--- src/flow_pkg.sv ---
// package: constants and carriers for the modem serial flow control block
package flow_pkg;
	// ----------------------------------------
	// clock and timing
	// ----------------------------------------
	localparam int unsigned CLK_HZ = 50_000_000;
	localparam int unsigned PAUSE_CAP_MS = 170;
	localparam int unsigned PAUSE_CAP_CYC = PAUSE_CAP_MS * (CLK_HZ / 1000);
	localparam int unsigned RSSI_HOLD_S = 7;
	localparam int unsigned RSSI_HOLD_CYC = RSSI_HOLD_S * CLK_HZ;
	localparam int unsigned DELAY_MS_CYC = CLK_HZ / 1000;
	// ----------------------------------------
	// sizes and defaults
	// ----------------------------------------
	localparam int unsigned BUF_BYTES = 1024;
	localparam int unsigned BUF_NEAR = 960;
	localparam logic [7:0] PAUSE_MIN = 8'h03;
	localparam logic [7:0] PAUSE_MAX = 8'hFF;
	localparam logic [7:0] PAUSE_RST = 8'h05;
	localparam logic [3:0] BITS_RST = 4'hA;
	// ----------------------------------------
	// modes
	// ----------------------------------------
	localparam logic [2:0] CTS_CLEAR = 3'h0;
	localparam logic [2:0] CTS_BUFFER = 3'h1;
	localparam logic [2:0] CTS_DUTY = 3'h2;
	localparam logic [2:0] CTS_ALWAYS = 3'h3;
	localparam logic [2:0] CTS_RSSI = 3'h4;
	localparam logic RTS_IGNORE = 1'b0;
	localparam logic RTS_FLOW = 1'b1;

	typedef struct packed {
		logic [2:0] cts_mode;
		logic rts_mode;
		logic [7:0] pause_chars;
		logic [3:0] char_bits;
		logic [15:0] bit_cycles;
		logic [7:0] sig_threshold;
		logic [15:0] tx_delay_ms;
	} cfg_s;

	typedef struct packed {
		logic port2_data;
		logic port2_diff;
	} port_s;
endpackage

--- src/modem_serial_flow_control.sv ---
// module: serial-side flow control of the radio modem toward the terminal
// Functional notes
// [RULE1] clear mode: cts drops in rx, tx end
// [RULE2] clear mode: cts drops when buffer near full
// [RULE3] buffer mode: cts drops only near full
// [RULE4] duty, always, rssi cts modes reserved
// [RULE5] cd on above threshold or transmitting
// [RULE6] cd absent when port two busy/differential
// [RULE7] rts ignore mode disregards rts
// [RULE8] rts flow: deliver only while rts high
// [RULE9] dtr low holds everything in reset
// [RULE10] dsr shows powered and operating
// [RULE11] pause: no txd edges for pause length
// [RULE12] end tx on empty buffer and pause
// [RULE13] command valid only after a pause
// [RULE14] address start char needs preceding pause
// [RULE15] pause length 3..255 chars, default 5
// [RULE16] pause from frame and baud, cap 170ms
// [RULE17] tx starts on data, preamble first, buffered
// [RULE18] keep sending until buffer drained
// [RULE19] 1kB buffer; overflow discards and restarts
// [RULE20] rx-time data buffered; tx after delay
// [RULE21] search only above signal threshold
// [RULE22] hold last rssi 7s then zero
// [RULE23] frame start, 7/8 data, parity, stops
// [RULE24] config sampled between transmissions
`timescale 1ns/1ns
`default_nettype none
module modem_serial_flow_control #(
	parameter int unsigned PAUSE_CAP = flow_pkg::PAUSE_CAP_CYC,
	parameter int unsigned RSSI_HOLD = flow_pkg::RSSI_HOLD_CYC,
	parameter int unsigned MS_CYC = flow_pkg::DELAY_MS_CYC,
	parameter int unsigned PRE_CYC = 1000
) (
	input wire logic clock,
	input wire logic rst_b,
	input wire logic dtr_pin,
	input wire logic txd_pin,
	input wire logic rts_pin,
	input wire flow_pkg::cfg_s cfg,
	input wire flow_pkg::port_s port,
	input wire logic rx_byte_valid,
	input wire logic [7:0] rx_byte,
	input wire logic radio_take,
	input wire logic radio_rx_busy,
	input wire logic [7:0] rssi,
	input wire logic rx_msg_done,
	input wire logic addr_char,
	input wire logic cmd_char,
	output logic cts,
	output logic cd,
	output logic cd_avail,
	output logic dsr,
	output logic tx_on,
	output logic preamble,
	output logic radio_valid,
	output logic deliver_ok,
	output logic search_en,
	output logic pause_seen,
	output logic cmd_valid,
	output logic addr_valid,
	output logic overflow,
	output logic [10:0] buf_level,
	output logic [7:0] last_rssi
);
	// ----------------------------------------
	// reset release; dtr low keeps the core in reset
	// ----------------------------------------
	logic [1:0] rst_sync_ff;
	logic [1:0] dtr_sync_ff, txd_sync_ff, rts_sync_ff;
	logic core_rst_b;
	always_ff @(posedge clock or negedge rst_b) begin
		if (!rst_b) rst_sync_ff <= 2'h0;
		else rst_sync_ff <= {rst_sync_ff[0], 1'b1};
	end
	// a floating dtr is expected to be pulled high at the board
	always_ff @(posedge clock or negedge rst_b) begin
		if (!rst_b) begin
			dtr_sync_ff <= 2'h3;
			txd_sync_ff <= 2'h3;
			rts_sync_ff <= 2'h0;
		end else begin
			dtr_sync_ff <= {dtr_sync_ff[0], dtr_pin};
			txd_sync_ff <= {txd_sync_ff[0], txd_pin};
			rts_sync_ff <= {rts_sync_ff[0], rts_pin};
		end
	end
	assign core_rst_b = rst_sync_ff[1] & dtr_sync_ff[1]; // [RULE9]
	assign dsr = core_rst_b; // [RULE10]

	// ----------------------------------------
	// configuration latched between transmissions
	// ----------------------------------------
	flow_pkg::cfg_s cfg_ff;
	logic [7:0] pause_clip;
	always_ff @(posedge clock or negedge core_rst_b) begin
		if (!core_rst_b) begin
			cfg_ff <= '0;
			cfg_ff.pause_chars <= flow_pkg::PAUSE_RST; // [RULE15]
			cfg_ff.char_bits <= flow_pkg::BITS_RST;
			cfg_ff.bit_cycles <= 16'h0001;
		end else if (!tx_on) begin
			cfg_ff <= cfg; // [RULE24]
		end
	end
	assign pause_clip = (cfg_ff.pause_chars < flow_pkg::PAUSE_MIN) ?
		flow_pkg::PAUSE_MIN : cfg_ff.pause_chars; // [RULE15]

	// ----------------------------------------
	// pause detection on txd
	// ----------------------------------------
	logic txd_prev_ff;
	logic txd_edge;
	logic [31:0] idle_cnt_ff;
	logic [31:0] char_cyc, pause_cyc;
	assign txd_edge = txd_prev_ff ^ txd_sync_ff[1];
	// one character is the whole frame: start, data, parity, stops
	assign char_cyc = 32'(cfg_ff.char_bits) * 32'(cfg_ff.bit_cycles); // [RULE23]
	assign pause_cyc = (32'(pause_clip) * char_cyc > 32'(PAUSE_CAP)) ?
		32'(PAUSE_CAP) : 32'(pause_clip) * char_cyc; // [RULE16]
	always_ff @(posedge clock or negedge core_rst_b) begin
		if (!core_rst_b) begin
			txd_prev_ff <= 1'b1;
			idle_cnt_ff <= 32'h0;
		end else begin
			txd_prev_ff <= txd_sync_ff[1];
			if (txd_edge) idle_cnt_ff <= 32'h0; // [RULE11]
			else if (idle_cnt_ff < pause_cyc) idle_cnt_ff <= idle_cnt_ff + 32'h1;
		end
	end
	assign pause_seen = (idle_cnt_ff >= pause_cyc); // [RULE11]
	// pause flag armed until the first character after it completes
	logic armed_ff;
	always_ff @(posedge clock or negedge core_rst_b) begin
		if (!core_rst_b) armed_ff <= 1'b0;
		else if (pause_seen) armed_ff <= 1'b1;
		else if (rx_byte_valid) armed_ff <= 1'b0;
	end
	assign cmd_valid = cmd_char & rx_byte_valid & armed_ff; // [RULE13]
	assign addr_valid = addr_char & rx_byte_valid & armed_ff; // [RULE14]

	// ----------------------------------------
	// transmit buffer, 1 kB
	// ----------------------------------------
	logic [7:0] mem [flow_pkg::BUF_BYTES];
	logic [9:0] wr_ptr_ff, rd_ptr_ff;
	logic [10:0] cnt_ff;
	logic do_wr, do_rd, full, near_full, empty;
	assign full = (cnt_ff == 11'(flow_pkg::BUF_BYTES));
	assign near_full = (cnt_ff >= 11'(flow_pkg::BUF_NEAR));
	assign empty = (cnt_ff == 11'h0);
	assign do_wr = rx_byte_valid & ~full;
	assign do_rd = radio_valid & radio_take;
	assign overflow = rx_byte_valid & full; // [RULE19]
	always_ff @(posedge clock) begin
		if (do_wr) mem[wr_ptr_ff] <= rx_byte; // [RULE17]
	end
	always_ff @(posedge clock or negedge core_rst_b) begin
		if (!core_rst_b) begin
			wr_ptr_ff <= 10'h0;
			rd_ptr_ff <= 10'h0;
			cnt_ff <= 11'h0;
		end else if (overflow) begin
			wr_ptr_ff <= 10'h0; // [RULE19]
			rd_ptr_ff <= 10'h0;
			cnt_ff <= 11'h0;
		end else begin
			if (do_wr) wr_ptr_ff <= wr_ptr_ff + 10'h1; // [RULE20]
			if (do_rd) rd_ptr_ff <= rd_ptr_ff + 10'h1;
			cnt_ff <= cnt_ff + 11'(do_wr) - 11'(do_rd);
		end
	end
	assign buf_level = cnt_ff;

	// ----------------------------------------
	// radio transmit state machine
	// ----------------------------------------
	typedef enum logic [3:0] {
		ST_IDLE = 4'h1,
		ST_DELAY = 4'h2,
		ST_PRE = 4'h4,
		ST_SEND = 4'h8
	} tx_state_e;
	tx_state_e state_ff;
	logic [31:0] tmr_ff;
	logic [31:0] delay_cyc;
	logic tx_end_ff;
	assign delay_cyc = 32'(cfg_ff.tx_delay_ms) * 32'(MS_CYC);
	always_ff @(posedge clock or negedge core_rst_b) begin
		if (!core_rst_b) begin
			state_ff <= ST_IDLE;
			tmr_ff <= 32'h0;
			tx_end_ff <= 1'b0;
		end else begin
			tx_end_ff <= 1'b0;
			unique case (state_ff)
				ST_IDLE: begin
					tmr_ff <= 32'h0;
					if (!empty && !radio_rx_busy) begin // [RULE20]
						state_ff <= (delay_cyc != 32'h0) ? ST_DELAY : ST_PRE;
					end
				end
				ST_DELAY: begin
					tmr_ff <= tmr_ff + 32'h1;
					if (tmr_ff + 32'h1 >= delay_cyc) begin // [RULE20]
						state_ff <= ST_PRE;
						tmr_ff <= 32'h0;
					end
				end
				ST_PRE: begin
					tmr_ff <= tmr_ff + 32'h1;
					if (tmr_ff + 32'h1 >= 32'(PRE_CYC)) state_ff <= ST_SEND; // [RULE17]
				end
				ST_SEND: begin
					if (overflow) begin
						state_ff <= ST_PRE; // [RULE19]
						tmr_ff <= 32'h0;
					end else if (empty && pause_seen) begin // [RULE12] [RULE18]
						state_ff <= ST_IDLE;
						tx_end_ff <= 1'b1;
					end
				end
			endcase
		end
	end
	assign tx_on = (state_ff == ST_PRE) || (state_ff == ST_SEND);
	assign preamble = (state_ff == ST_PRE);
	assign radio_valid = (state_ff == ST_SEND) && !empty;

	// ----------------------------------------
	// handshake outputs
	// ----------------------------------------
	logic cts_ff;
	always_ff @(posedge clock or negedge core_rst_b) begin
		if (!core_rst_b) cts_ff <= 1'b0;
		else begin
			unique case (cfg_ff.cts_mode)
				flow_pkg::CTS_CLEAR: // [RULE1] [RULE2]
					cts_ff <= !radio_rx_busy && !tx_end_ff && !near_full;
				flow_pkg::CTS_BUFFER:
					cts_ff <= !near_full; // [RULE3]
				default:
					cts_ff <= 1'b1; // [RULE4]
			endcase
		end
	end
	assign cts = cts_ff;
	assign search_en = (rssi > cfg_ff.sig_threshold); // [RULE21]
	assign cd_avail = !port.port2_data && !port.port2_diff; // [RULE6]
	always_ff @(posedge clock or negedge core_rst_b) begin
		if (!core_rst_b) cd <= 1'b0;
		else cd <= cd_avail && (search_en || tx_on); // [RULE5] [RULE6]
	end
	assign deliver_ok = (cfg_ff.rts_mode == flow_pkg::RTS_IGNORE) ? // [RULE7]
		1'b1 : rts_sync_ff[1]; // [RULE8]

	// ----------------------------------------
	// last received signal strength, held then cleared
	// ----------------------------------------
	logic [31:0] hold_ff;
	always_ff @(posedge clock or negedge core_rst_b) begin
		if (!core_rst_b) begin
			last_rssi <= 8'h00;
			hold_ff <= 32'h0;
		end else if (rx_msg_done) begin
			last_rssi <= rssi; // [RULE22]
			hold_ff <= 32'(RSSI_HOLD);
		end else if (hold_ff > 32'h1) begin
			hold_ff <= hold_ff - 32'h1;
		end else if (hold_ff == 32'h1) begin
			hold_ff <= 32'h0;
			last_rssi <= 8'h00; // [RULE22]
		end
	end
endmodule
`default_nettype wire

--- config.mk ---
export PLATFORM = sky130hd
export DESIGN_NAME = modem_serial_flow_control
export DESIGN_NICKNAME = d
export VERILOG_FILES = /design/src/flow_pkg.sv /design/src/modem_serial_flow_control.sv
export SDC_FILE = /design/constraint.sdc
export NUM_CORES = 1
export LEC_CHECK = 0
export ABC_AREA = 1
export BUFFER_PORTS_ARGS = -buffer_cell sky130_fd_sc_hd__buf_2
export CORE_MARGIN = 2
export CORE_UTILIZATION = 60
export CTS_BUF_LIST = sky130_fd_sc_hd__clkbuf_8
export DETAILED_ROUTE_END_ITERATION = 10
export PLACE_DENSITY = 0.78
export SYNTH_ARGS = -nofsm -noshare
export SYNTH_HDL_FRONTEND = slang
export SYNTH_SLANG_ARGS = --single-unit
--- constraint.sdc ---
create_clock -name clock -period 20 [get_ports clock]
set_input_delay 0 -clock clock [delete_from_list [all_inputs] [get_ports clock]]
set_output_delay 0 -clock clock [all_outputs]
set_load 0.02 [all_outputs]
# After elaboration in Yosys (flattened, before gate mapping)
# Index checks and enable logic that the tools add are counted.
word_totals:
  inputBits: 85
  output_inout_bits: 32
  regBits: 188
  elab_cells: 114
classes:
  n_reduce_logical: 24
  multipliers: 3
  n_addsub: 5
  n_bitwise: 10
  n_mux: 28
  n_lt_le_gt_ge: 9
  eq_ne: 13
op_table:
  columns: ["cell", "n"]
  rows:
  - ["32-bit 2-to-1 mux", 7]
  - ["32-bit one-hot mux with 4 select lines", 1]
  - ["32-bit by 1-bit adder with 32-bit output, second input constant", 2]
  - ["32-bit by 1-bit == test with 1-bit output, second input constant", 1]
  - ["32-bit by 10-bit greater-or-equal comparator with 1-bit output, second input constant", 1]
  - ["32-bit by 28-bit greater-or-equal comparator with 1-bit output", 1]
  - ["32-bit greater-or-equal comparator", 1]
  - ["32-bit by 1-bit greater-than comparator with 1-bit output, second input constant", 1]
  - ["32-bit by 24-bit greater-than comparator with 1-bit output, second input constant", 1]
  - ["32-bit by 28-bit < comparator with 1-bit output", 1]
  - ["8-bit 2-to-1 mux", 4]
  - ["32-bit nonzero test", 1]
  - ["32-bit by 1-bit subtractor with 32-bit output, second input constant", 1]
  - ["16-bit by 12-bit multiplier with 28-bit output, second input constant", 1]
  - ["8-bit by 20-bit multiplier with 28-bit output", 1]
  - ["28-bit 2-to-1 mux", 1]
  - ["4-bit by 16-bit multiplier with 20-bit output", 1]
  - ["4-bit 2-to-1 mux", 5]
  - ["4-bit one-hot mux with 4 select lines", 1]
  - ["11-bit by 1-bit adder with 11-bit output", 1]
  - ["11-bit == test, second input constant", 1]
  - ["11-bit by 10-bit greater-or-equal comparator with 1-bit output, second input constant", 1]
  - ["11-bit logical NOT", 1]
  - ["11-bit 2-to-1 mux", 1]
  - ["other kinds (25)", 54]

# Longest topological paths before layout
# Gate-level depths: netlist of run 1.
depth:
  ltp_word: 10
  mapped_depth: 61
  depth_no_buf: 59

# Least setup slack after synthesis of run 1
# OpenSTA, ideal clock, no wires.
synth_timing:
  path_type: "register to register"
  start: "reg cfg_ff[43] in the netlist's numbering"
  end: "reg idle_cnt_ff[14]"
  required_time_ps: 19881
  arrival_ps: 9376
  n_path_buf: 4
  stages_incl_launch_ff: 50
  synth_period_minus_slack_ps: 9495
  setup_slack_ps: 10505
  setup_ps: 119
  cell_sequence: "dfstp_2 > clkbuf_1 > clkbuf_1 > nand2_1 > fa_1 > inv_1 > fa_1 > fa_1 > nand2_1 > a21oi_1 > a21boi_1 > o21ai_1 > a31oi_1 > o21ai_1 > xnor2_1 > nor2_1 > fa_1 > inv_1 > [14 not listed] > nor2_4 > buf_6 > nand3_2 > ha_1 > a21o_1 > nor2_1 > nand2_1 > nand2_1 > nand2_1 > nand2_1 > nand2_1 > buf_2 > nand2_2 > nand2_1 > nor3_1 > nand3_1 > nand2_1 > nor2_1"
synth_between:
  elab_chain_len: 6
synth_rtl:
  columns: ["item", "line", "source"]
  rows:
  - ["from (decl)", "modem_serial_flow_control.sv:94", "flow_pkg::cfg_s cfg_ff;"]
  - ["from (signal assigned)", "modem_serial_flow_control.sv:103", "cfg_ff <= cfg;"]
  - ["4-bit by 16-bit multiplier with 20-bit output *", "modem_serial_flow_control.sv:118", "assign char_cyc = 32'(cfg_ff.char_bits) * 32'(cfg_ff.bit_cycles);"]
  - ["8-bit by 20-bit multiplier with 28-bit output *", "modem_serial_flow_control.sv:119, modem_serial_flow_control.sv:120", null]
  - ["32-bit by 24-bit greater-than comparator with 1-bit output", "modem_serial_flow_control.sv:119", "assign pause_cyc = (32'(pause_clip) * char_cyc > 32'(PAUSE_CAP)) ?"]
  - ["28-bit 2-to-1 mux *", "modem_serial_flow_control.sv:119", null]
  - ["32-bit by 28-bit < comparator with 1-bit output *", "modem_serial_flow_control.sv:128", "else if (idle_cnt_ff < pause_cyc) idle_cnt_ff <= idle_cnt_ff + 32'h1;"]
  - ["2-bit nonzero test (no line) *", null, null]
  - ["to (signal assigned)", "modem_serial_flow_control.sv:128", null]
  - ["to (decl)", "modem_serial_flow_control.sv:114", "logic [31:0] idle_cnt_ff;"]
# Every way passes the cells marked *; elsewhere a longest branch is shown, timed or not.
# A chain may end at the register's enable or synchronous reset.

# Worst setup path after layout of run 1
layout_timing:
  start: "reg cfg_ff[42] in the netlist's numbering"
  end: "reg idle_cnt_ff[26]"
# Same word-level chain as after synthesis.

==> metrics.md, run 1 <==
| Metric | Value |
|---|---|
| Outcome | `completed` |
| Maxcap violations | `0` |
| Area of the core | `36,700 um2` |
| CTS clock-pin slew for the worst setup and hold paths | `0.14 ns` |
| CP bufs+invs | `6` |
| Die width | `197 um` |
| Avg WL per Cell | `15.3 um` |
| Post-synthesis sequential area ratio | `21.1%` |
| Clk root buf | `clkbuf_8` |
| Max incr delay on CP | `0.75 ns` |
| CP max FO | `17` |
| Largest net degree at the start of global routing | `128` |
| Layout cell share with drive strength beyond 1 | `6.98%` |
| Critical Path Sink Type | `register` |
| Crit path DAT | `11.38 ns` |
| GPL Wtd Cong | `0.903` |
| # IOs | `117` |
| CTS tree | `built` |
| DRT Pass-1 Iters | `5` |
| Post-CTS Setup Bufs | `0` |
| Hold Path Class | `in2reg` |
| Initial antenna violation count | `1` |
| Post-synthesis cell type count | `57` |
| Post-synth top area cell | `dfrtp_1` |
| Fin util | `67.2%` |
| GR Util All Layers | `31.3%` |
| Post-synth top area share | `19.8%` |
| Ys async rst share | `100%` |
| WHS | `0.0837 ns` |
| Metal3 WL | `3.16 mm` |
| First-pass GRT wire length | `98.0 mm` |
| Vias in the first global route | `20.6k` |
| Max-slew violations | `0` |
| Routed length on met1 | `24.3 mm` |
| Mean Syn Cell Area | `7.29 um2` |
| Max clock buf depth | `2` |
| Top cells by area, synth | `dfrtp_1, fa_1, ha_1` |
| Via count | `20.2k` |
| Worst path top cell family by delay | `adder cells` |
| Post-route clock skew | `0.0283 ns` |
| Metal2 WL | `27.4 mm` |
| Hold Vio Cnt, Final | `0` |
| Drt total wl | `57.0 mm` |
| DRC | `0` |
| Fmax | `92.1 MHz` |
| HPWL after DPL | `44.6 mm` |
| Fin crit share | `54.3%` |
| Crit-path most repeated cell | `nand2_1` |
| H-tree depth | `4` |
| Uppermost layer routed | `met5` |
| Synth Warn # | `0` |
| Max_slew headroom | `37.2%` |
| Slowest stage cell, crit path | `dfrtp_1` |
| Final Cell Area | `24,700 um2` |
| Ant diodes | `0` |
| Primary FF master, synth | `dfrtp_1` |
| Num Clock Sinks | `188` |
| Die H | `197 um` |
| Num CTS Buffers | `17` |
| Startpoint types | `register` |
| Final Net Count | `3,769` |
| #FFs+latches synth | `188` |
| FP Rows | `70` |
| ANT nets after route | `0` |
| Final min period | `10.86 ns` |
| TNS Setup | `0 ns` |
| Syn Std Cell Area | `22,400 um2` |
| Placed Area | `23,400 um2` |
| Post-synthesis cell count | `3,073` |
| Initial DRC Count | `1,055` |
| Setup CP Type | `reg2reg` |
| Worst-Margin Slew | `0.942 ns` |
| Port Buffer Count | `108` |
| DIE AREA | `38,900 um2` |
| Post-synth EDFFs | `0` |
| Global route overflow | `0` |
| Setup-failing EPs final | `0` |
| Vias/cell | `5.43` |
| CP Data Required Time | `20.51 ns` |
| Unrepaired setup endpoints after global routing | `no` |
| Area Overhead vs Synth | `10.1%` |
| Worst skew pair latency | `0.58 ns` |
| Initial Util | `61.0%` |
[kinds of logic (layout without fill, tap and decap cells)]
kind of cell | Yosys count | after routing | synth area share, %
adder cells (fa/ha/maj) | 443 | 443 | 30.8
other | 1 | 5 | 0.0168
AND/OR/NAND/NOR | 1423 | 1423 | 26.9
buffers and inverters | 652 | 829 | 11.1
flip-flops | 188 | 188 | 21.1
AO/OA/AOI/OAI | 298 | 298 | 7.43
XOR/XNOR | 68 | 68 | 2.66
[worst paths after layout]
kind	from	end	depth (start not counted)	slack, ns
max	cfg_ff[42]	idle_cnt_ff[26]	48	9.14
min reg2reg	dtr_sync_ff[0]	dtr_sync_ff[1]	0	0.36
min in group asynchronous	rst_b	dtr_sync_ff[0]	3	0.46
max reg2reg	cfg_ff[42]	idle_cnt_ff[26]	48	9.14
min	dtr_pin	dtr_sync_ff[0]	2	0.08
max in group asynchronous	dtr_sync_ff[1]	cfg_ff[26]	3	17.96
[repair_timing]
| action | CTS | global route |
|---|---|---|
| hold buffers | 82 | 0 |
| resized for setup | 0 | 0 |
| hold endpoints to repair | 92 | 0 |
[through the flow]
stage | worst slack (ns) | cells
5_1_grt | 8.15 | 3722
6_report | 9.14 | 3722
3_5_place_dp | 9.20 | 3608
4_1_cts | 9.17 | 3722
2_1_floorplan | 10.50 | 3077
3_3_place_gp | 9.38 | 3608
[cells in the mapped netlist, types with 2 or more instances]
cell,number
nand2_1,763
inv_1,590
nor2_1,355
ha_1,262
fa_1,181
dfrtp_1,177
nand3_1,130
a21oi_1,122
o21ai_0,86
nor3_1,48
xor2_1,44
clkbuf_1,42
nand4_1,35
o21ai_1,29
xnor2_1,24
nand3b_1,16
nand3_2,13
dfstp_2,11
nand2_2,11
o21bai_1,11
inv_2,9
or2_2,9
nor4_1,8
a22o_1,7
and2_1,7
nor2_2,7
o21a_1,7
o31ai_1,7
buf_2,6
nor2_4,6
a21o_1,5
a211oi_1,4
and3_1,4
a21oi_2,3
a31oi_1,3
buf_6,3
o211ai_1,3
a2bb2oi_1,2
nor3_2,2
nor3b_1,2
o2111ai_1,2
o22ai_1,2
[area by class of cell]
type	instances	area (um2)
Fill cell	3102	12000
Tap cell	468	586
Sequential cell	188	4720
Timing Repair Buffer	197	1410
Clock inverter	15	229
Multi-Input combinational cell	2237	15200
Clock buffer	17	234
Inverter	600	2260
[cells in the final DEF, fill, tap and decap left out, types with 8 or more instances in the layout]
| cell | count |
|---|---|
| nor4_1 | 8 |
| dlygate4sd3_1 | 82 |
| dfrtp_1 | 177 |
| fa_1 | 181 |
| nand2_2 | 11 |
| ha_1 | 262 |
| buf_2 | 108 |
| inv_2 | 9 |
| o21ai_1 | 29 |
| dfstp_2 | 11 |
| xor2_1 | 44 |
| a21oi_1 | 122 |
| nand3_2 | 13 |
| inv_1 | 589 |
| nand4_1 | 35 |
| nand2_1 | 763 |
| xnor2_1 | 24 |
| clkbuf_8 | 17 |
| o21ai_0 | 86 |
| nand3b_1 | 16 |
| or2_2 | 9 |
| nor3_1 | 48 |
| o21bai_1 | 11 |
| nor2_1 | 354 |
| nand3_1 | 130 |
[per-layer routing]
layer  vias to the layer above  track usage [%]
li1                       9877                -
met1                      9550             39.3
met2                       630             53.9
met3                       144             5.04
met4                         2             12.5
met5                         -                0
[flip-flops by register name (all words and copies together) (netlist names)]
register,count
armed_ff,1
buf_level,11
cd,1
cfg_ff,56
cts,1
dtr_sync_ff,2
hold_ff,32
idle_cnt_ff,32
last_rssi,8
rst_sync_ff,2
rts_sync_ff,2
state_ff,4
tmr_ff,32
tx_end_ff,1
txd_prev_ff,1
txd_sync_ff,2
Power of run 1 is not shown: default switching activity piles up to over one toggle a cycle in this logic, so the estimate is an artifact.
==> run 2, diff against run 1 <==
==> constraint.sdc (replaced) <==
create_clock -name clock -period 10.4 [get_ports clock]
set_input_delay 0 -clock clock [delete_from_list [all_inputs] [get_ports clock]]
set_output_delay 0 -clock clock [all_outputs]
set_load 0.02 [all_outputs]
==> run 2 against run 1 <==
Against the previous run: critical path depth shrank 7; sequential share of layout area shrank 0.084 points; largest cell class unchanged; highest routed layer unchanged; critical endpoint is now pause_seen; design area grew 0.47%; utilization grew 0.31 points.
==> metrics.md, run 2 (synthesis gave the netlist of run 1 again) <==
| Metric | Value |
|---|---|
| Max incr delay on CP | `0.65 ns (-0.10 ns)` |
| Max_slew headroom | `24.8% (-12 points)` |
| CP bufs+invs | `8 (+2)` |
| Layout cell share with drive strength beyond 1 | `7.81% (+0.83 points)` |
| Outcome | `completed` |
| Reg-to-Reg Start | `cfg_ff[43]` |
| Met1 GRT Util | `39.2% (-0.10 points)` |
| Final min period | `9.73 ns` |
| Hold Vio Cnt, Final | `0 (unchanged)` |
| Port Buffer Count | `108 (unchanged)` |
| Largest net degree at the start of global routing | `108 (-16%)` |
| First-pass GRT wire length | `98.4 mm (+0.39%)` |
| Crit path DAT | `9.73 ns (-1.65 ns)` |
| Avg WL per Cell | `15.4 um (+0.39%)` |
| Finished Layout Cells | `3,736 (+0.38%)` |
| GPL Wtd Cong | `0.935 (+3.5%)` |
| Drt total wl | `57.4 mm (+0.77%)` |
| Worst-Margin Slew | `1.12 ns (+0.176 ns)` |
| Critical Path Sink Type | `output port` |
| GR Util met3 | `4.85% (-0.19 points)` |
| Vias/cell | `5.42 (-0.15%)` |
| HPWL after DPL | `45.3 mm (+1.5%)` |
| CTS clock-pin slew for the worst setup and hold paths | `0.15 ns (about the same)` |
| Worst reg-to-reg path cell count | `45 (-6.3%)` |
| WHS | `0.0998 ns (+0.0161 ns)` |
| Fin crit share | `93.6%` |
| Vias in the first global route | `20.9k (+1.4%)` |
| Busiest grt layer | `met2` |
| DRT Pass-1 Iters | `5 (unchanged)` |
| DRC | `0 (unchanged)` |
| ANT nets after route | `0 (unchanged)` |
| TNS Setup | `0 ns (unchanged)` |
| Area Overhead vs Synth | `10.6%` |
| Worst hold stages | `2 (unchanged)` |
| FP Rows | `70 (unchanged)` |
| Initial antenna violation count | `3 (+2)` |
| Initial DRC Count | `1,144 (+8.4%)` |
| Startpoint types | `register` |
| Fmax | `103 MHz` |
| Worst skew pair latency | `0.55 ns (-0.03 ns)` |
| CP max FO | `9 (-8)` |
| Area of the core | `36,700 um2 (unchanged)` |
| Met2 usage in global routing | `54.5% (+0.65 points)` |
| Die width | `197 um (unchanged)` |
| Stages on worst setup path | `41 (-15%)` |
| GR Util All Layers | `31.3% (about the same)` |
| Final Cell Area | `24,800 um2 (+0.47%)` |
| Worst path top cell family by delay | `adder cells` |
| Sequential Area | `4720 um2 (about the same)` |
| Setup-failing EPs final | `0 (unchanged)` |
| Slowest stage cell, crit path | `dfstp_2` |
| Via count | `20.2k (+0.22%)` |
| Num CTS Buffers | `17 (unchanged)` |
| Max-slew violations | `0 (unchanged)` |
| Hold Crit Start | `dtr_pin` |
| Largest reg by FF count | `cfg_ff` |
| Post-route clock skew | `0.0450 ns (+0.0167 ns)` |
| Most common cell after layout, fill and taps aside | `nand2_1` |
| Num Clock Sinks | `188 (unchanged)` |
| Unrepaired setup endpoints after global routing | `no` |
| Die H | `197 um (unchanged)` |
| Crit-path most repeated cell | `fa_1` |
| Global route overflow | `0 (unchanged)` |
| Maxcap violations | `0 (unchanged)` |
| Area of the multi-input gates | `15,300 um2 (+0.39%)` |
| Hold Path Class | `in2reg` |
| Commonest cells after routing, fill and taps aside | `nand2_1, inv_1, nor2_1, ha_1, fa_1` |
| Setup CP Type | `reg2out` |
| Placed Area | `23,500 um2 (+0.35%)` |
| CP startpoint | `cfg_ff[43]` |
| CTS tree | `built` |
| Placed Instances | `3,619 (+0.30%)` |
| # IOs | `117 (unchanged)` |
| Clk root buf | `clkbuf_8` |
| H-tree depth | `4 (unchanged)` |
| DIE AREA | `38,900 um2 (unchanged)` |
| CP Data Required Time | `10.40 ns (-10.11 ns)` |
| Max clock buf depth | `2 (unchanged)` |
| Initial Util | `61.0% (unchanged)` |
| Max FFs per register | `56 (unchanged)` |
| Filler cells | `3,072 (-0.97%)` |
| Final Net Count | `3,781 (+0.32%)` |
-- run 2: worst reg2reg max path: cells and delay by family, from the launching register on --
kind,cells,cell delay (ns)
buffers and inverters,7,0.54
flip-flops,1,0.65
XOR/XNOR,2,0.47
AND/OR/NAND/NOR,19,2.39
adder cells (fa/ha/maj),9,4.22
AO/OA/AOI/OAI,8,1.33
-- run 2: worst paths after layout --
kind	slack, ns	endpoint
min in group asynchronous	0.52	cfg_ff[22]
setup reg to reg	0.67	state_ff[2]
hold reg to reg	0.34	txd_prev_ff
setup / recovery	0.67	pause_seen
hold / removal	0.1	dtr_sync_ff[0]
max in group asynchronous	8.15	cfg_ff[42]
-- run 2: cell type report --
type,instances,share of cell area [%]
clock buffer,17,0.945
inverter,600,9.12
timing repair buffer,209,6.08
clock inverter,15,0.758
multi-input combinational,2237,61.7
tap,468,2.36
antenna,2,0.0202
sequential,188,19.1
-- run 2: timing repair --
action / 4_1_cts / 5_1_grt
setup buffers: 0 / 2
hold buffers: 81 / 0
hold endpoints to repair: 91 / 0
endpoints found under the setup margin: 0 / 35
gates resized for setup: 0 / 17
-- run 2: stage by stage --
step                setup slack, ns  utilization, %
finish                        0.667            67.5
global route                0.00999            67.5
CTS                           0.267            67.3
detailed placement            0.309            63.9
global placement              0.528            63.9
floorplan                     0.905               -
-- run 2: layer usage --
metal / routed length, um / up-vias
li1: - / 9884
met1: 24500 / 9640
met2: 27600 / 602
met3: 3350 / 120
met4: 1910 / 2
met5: 13 / -
Power of run 2 is left out for the same reason.
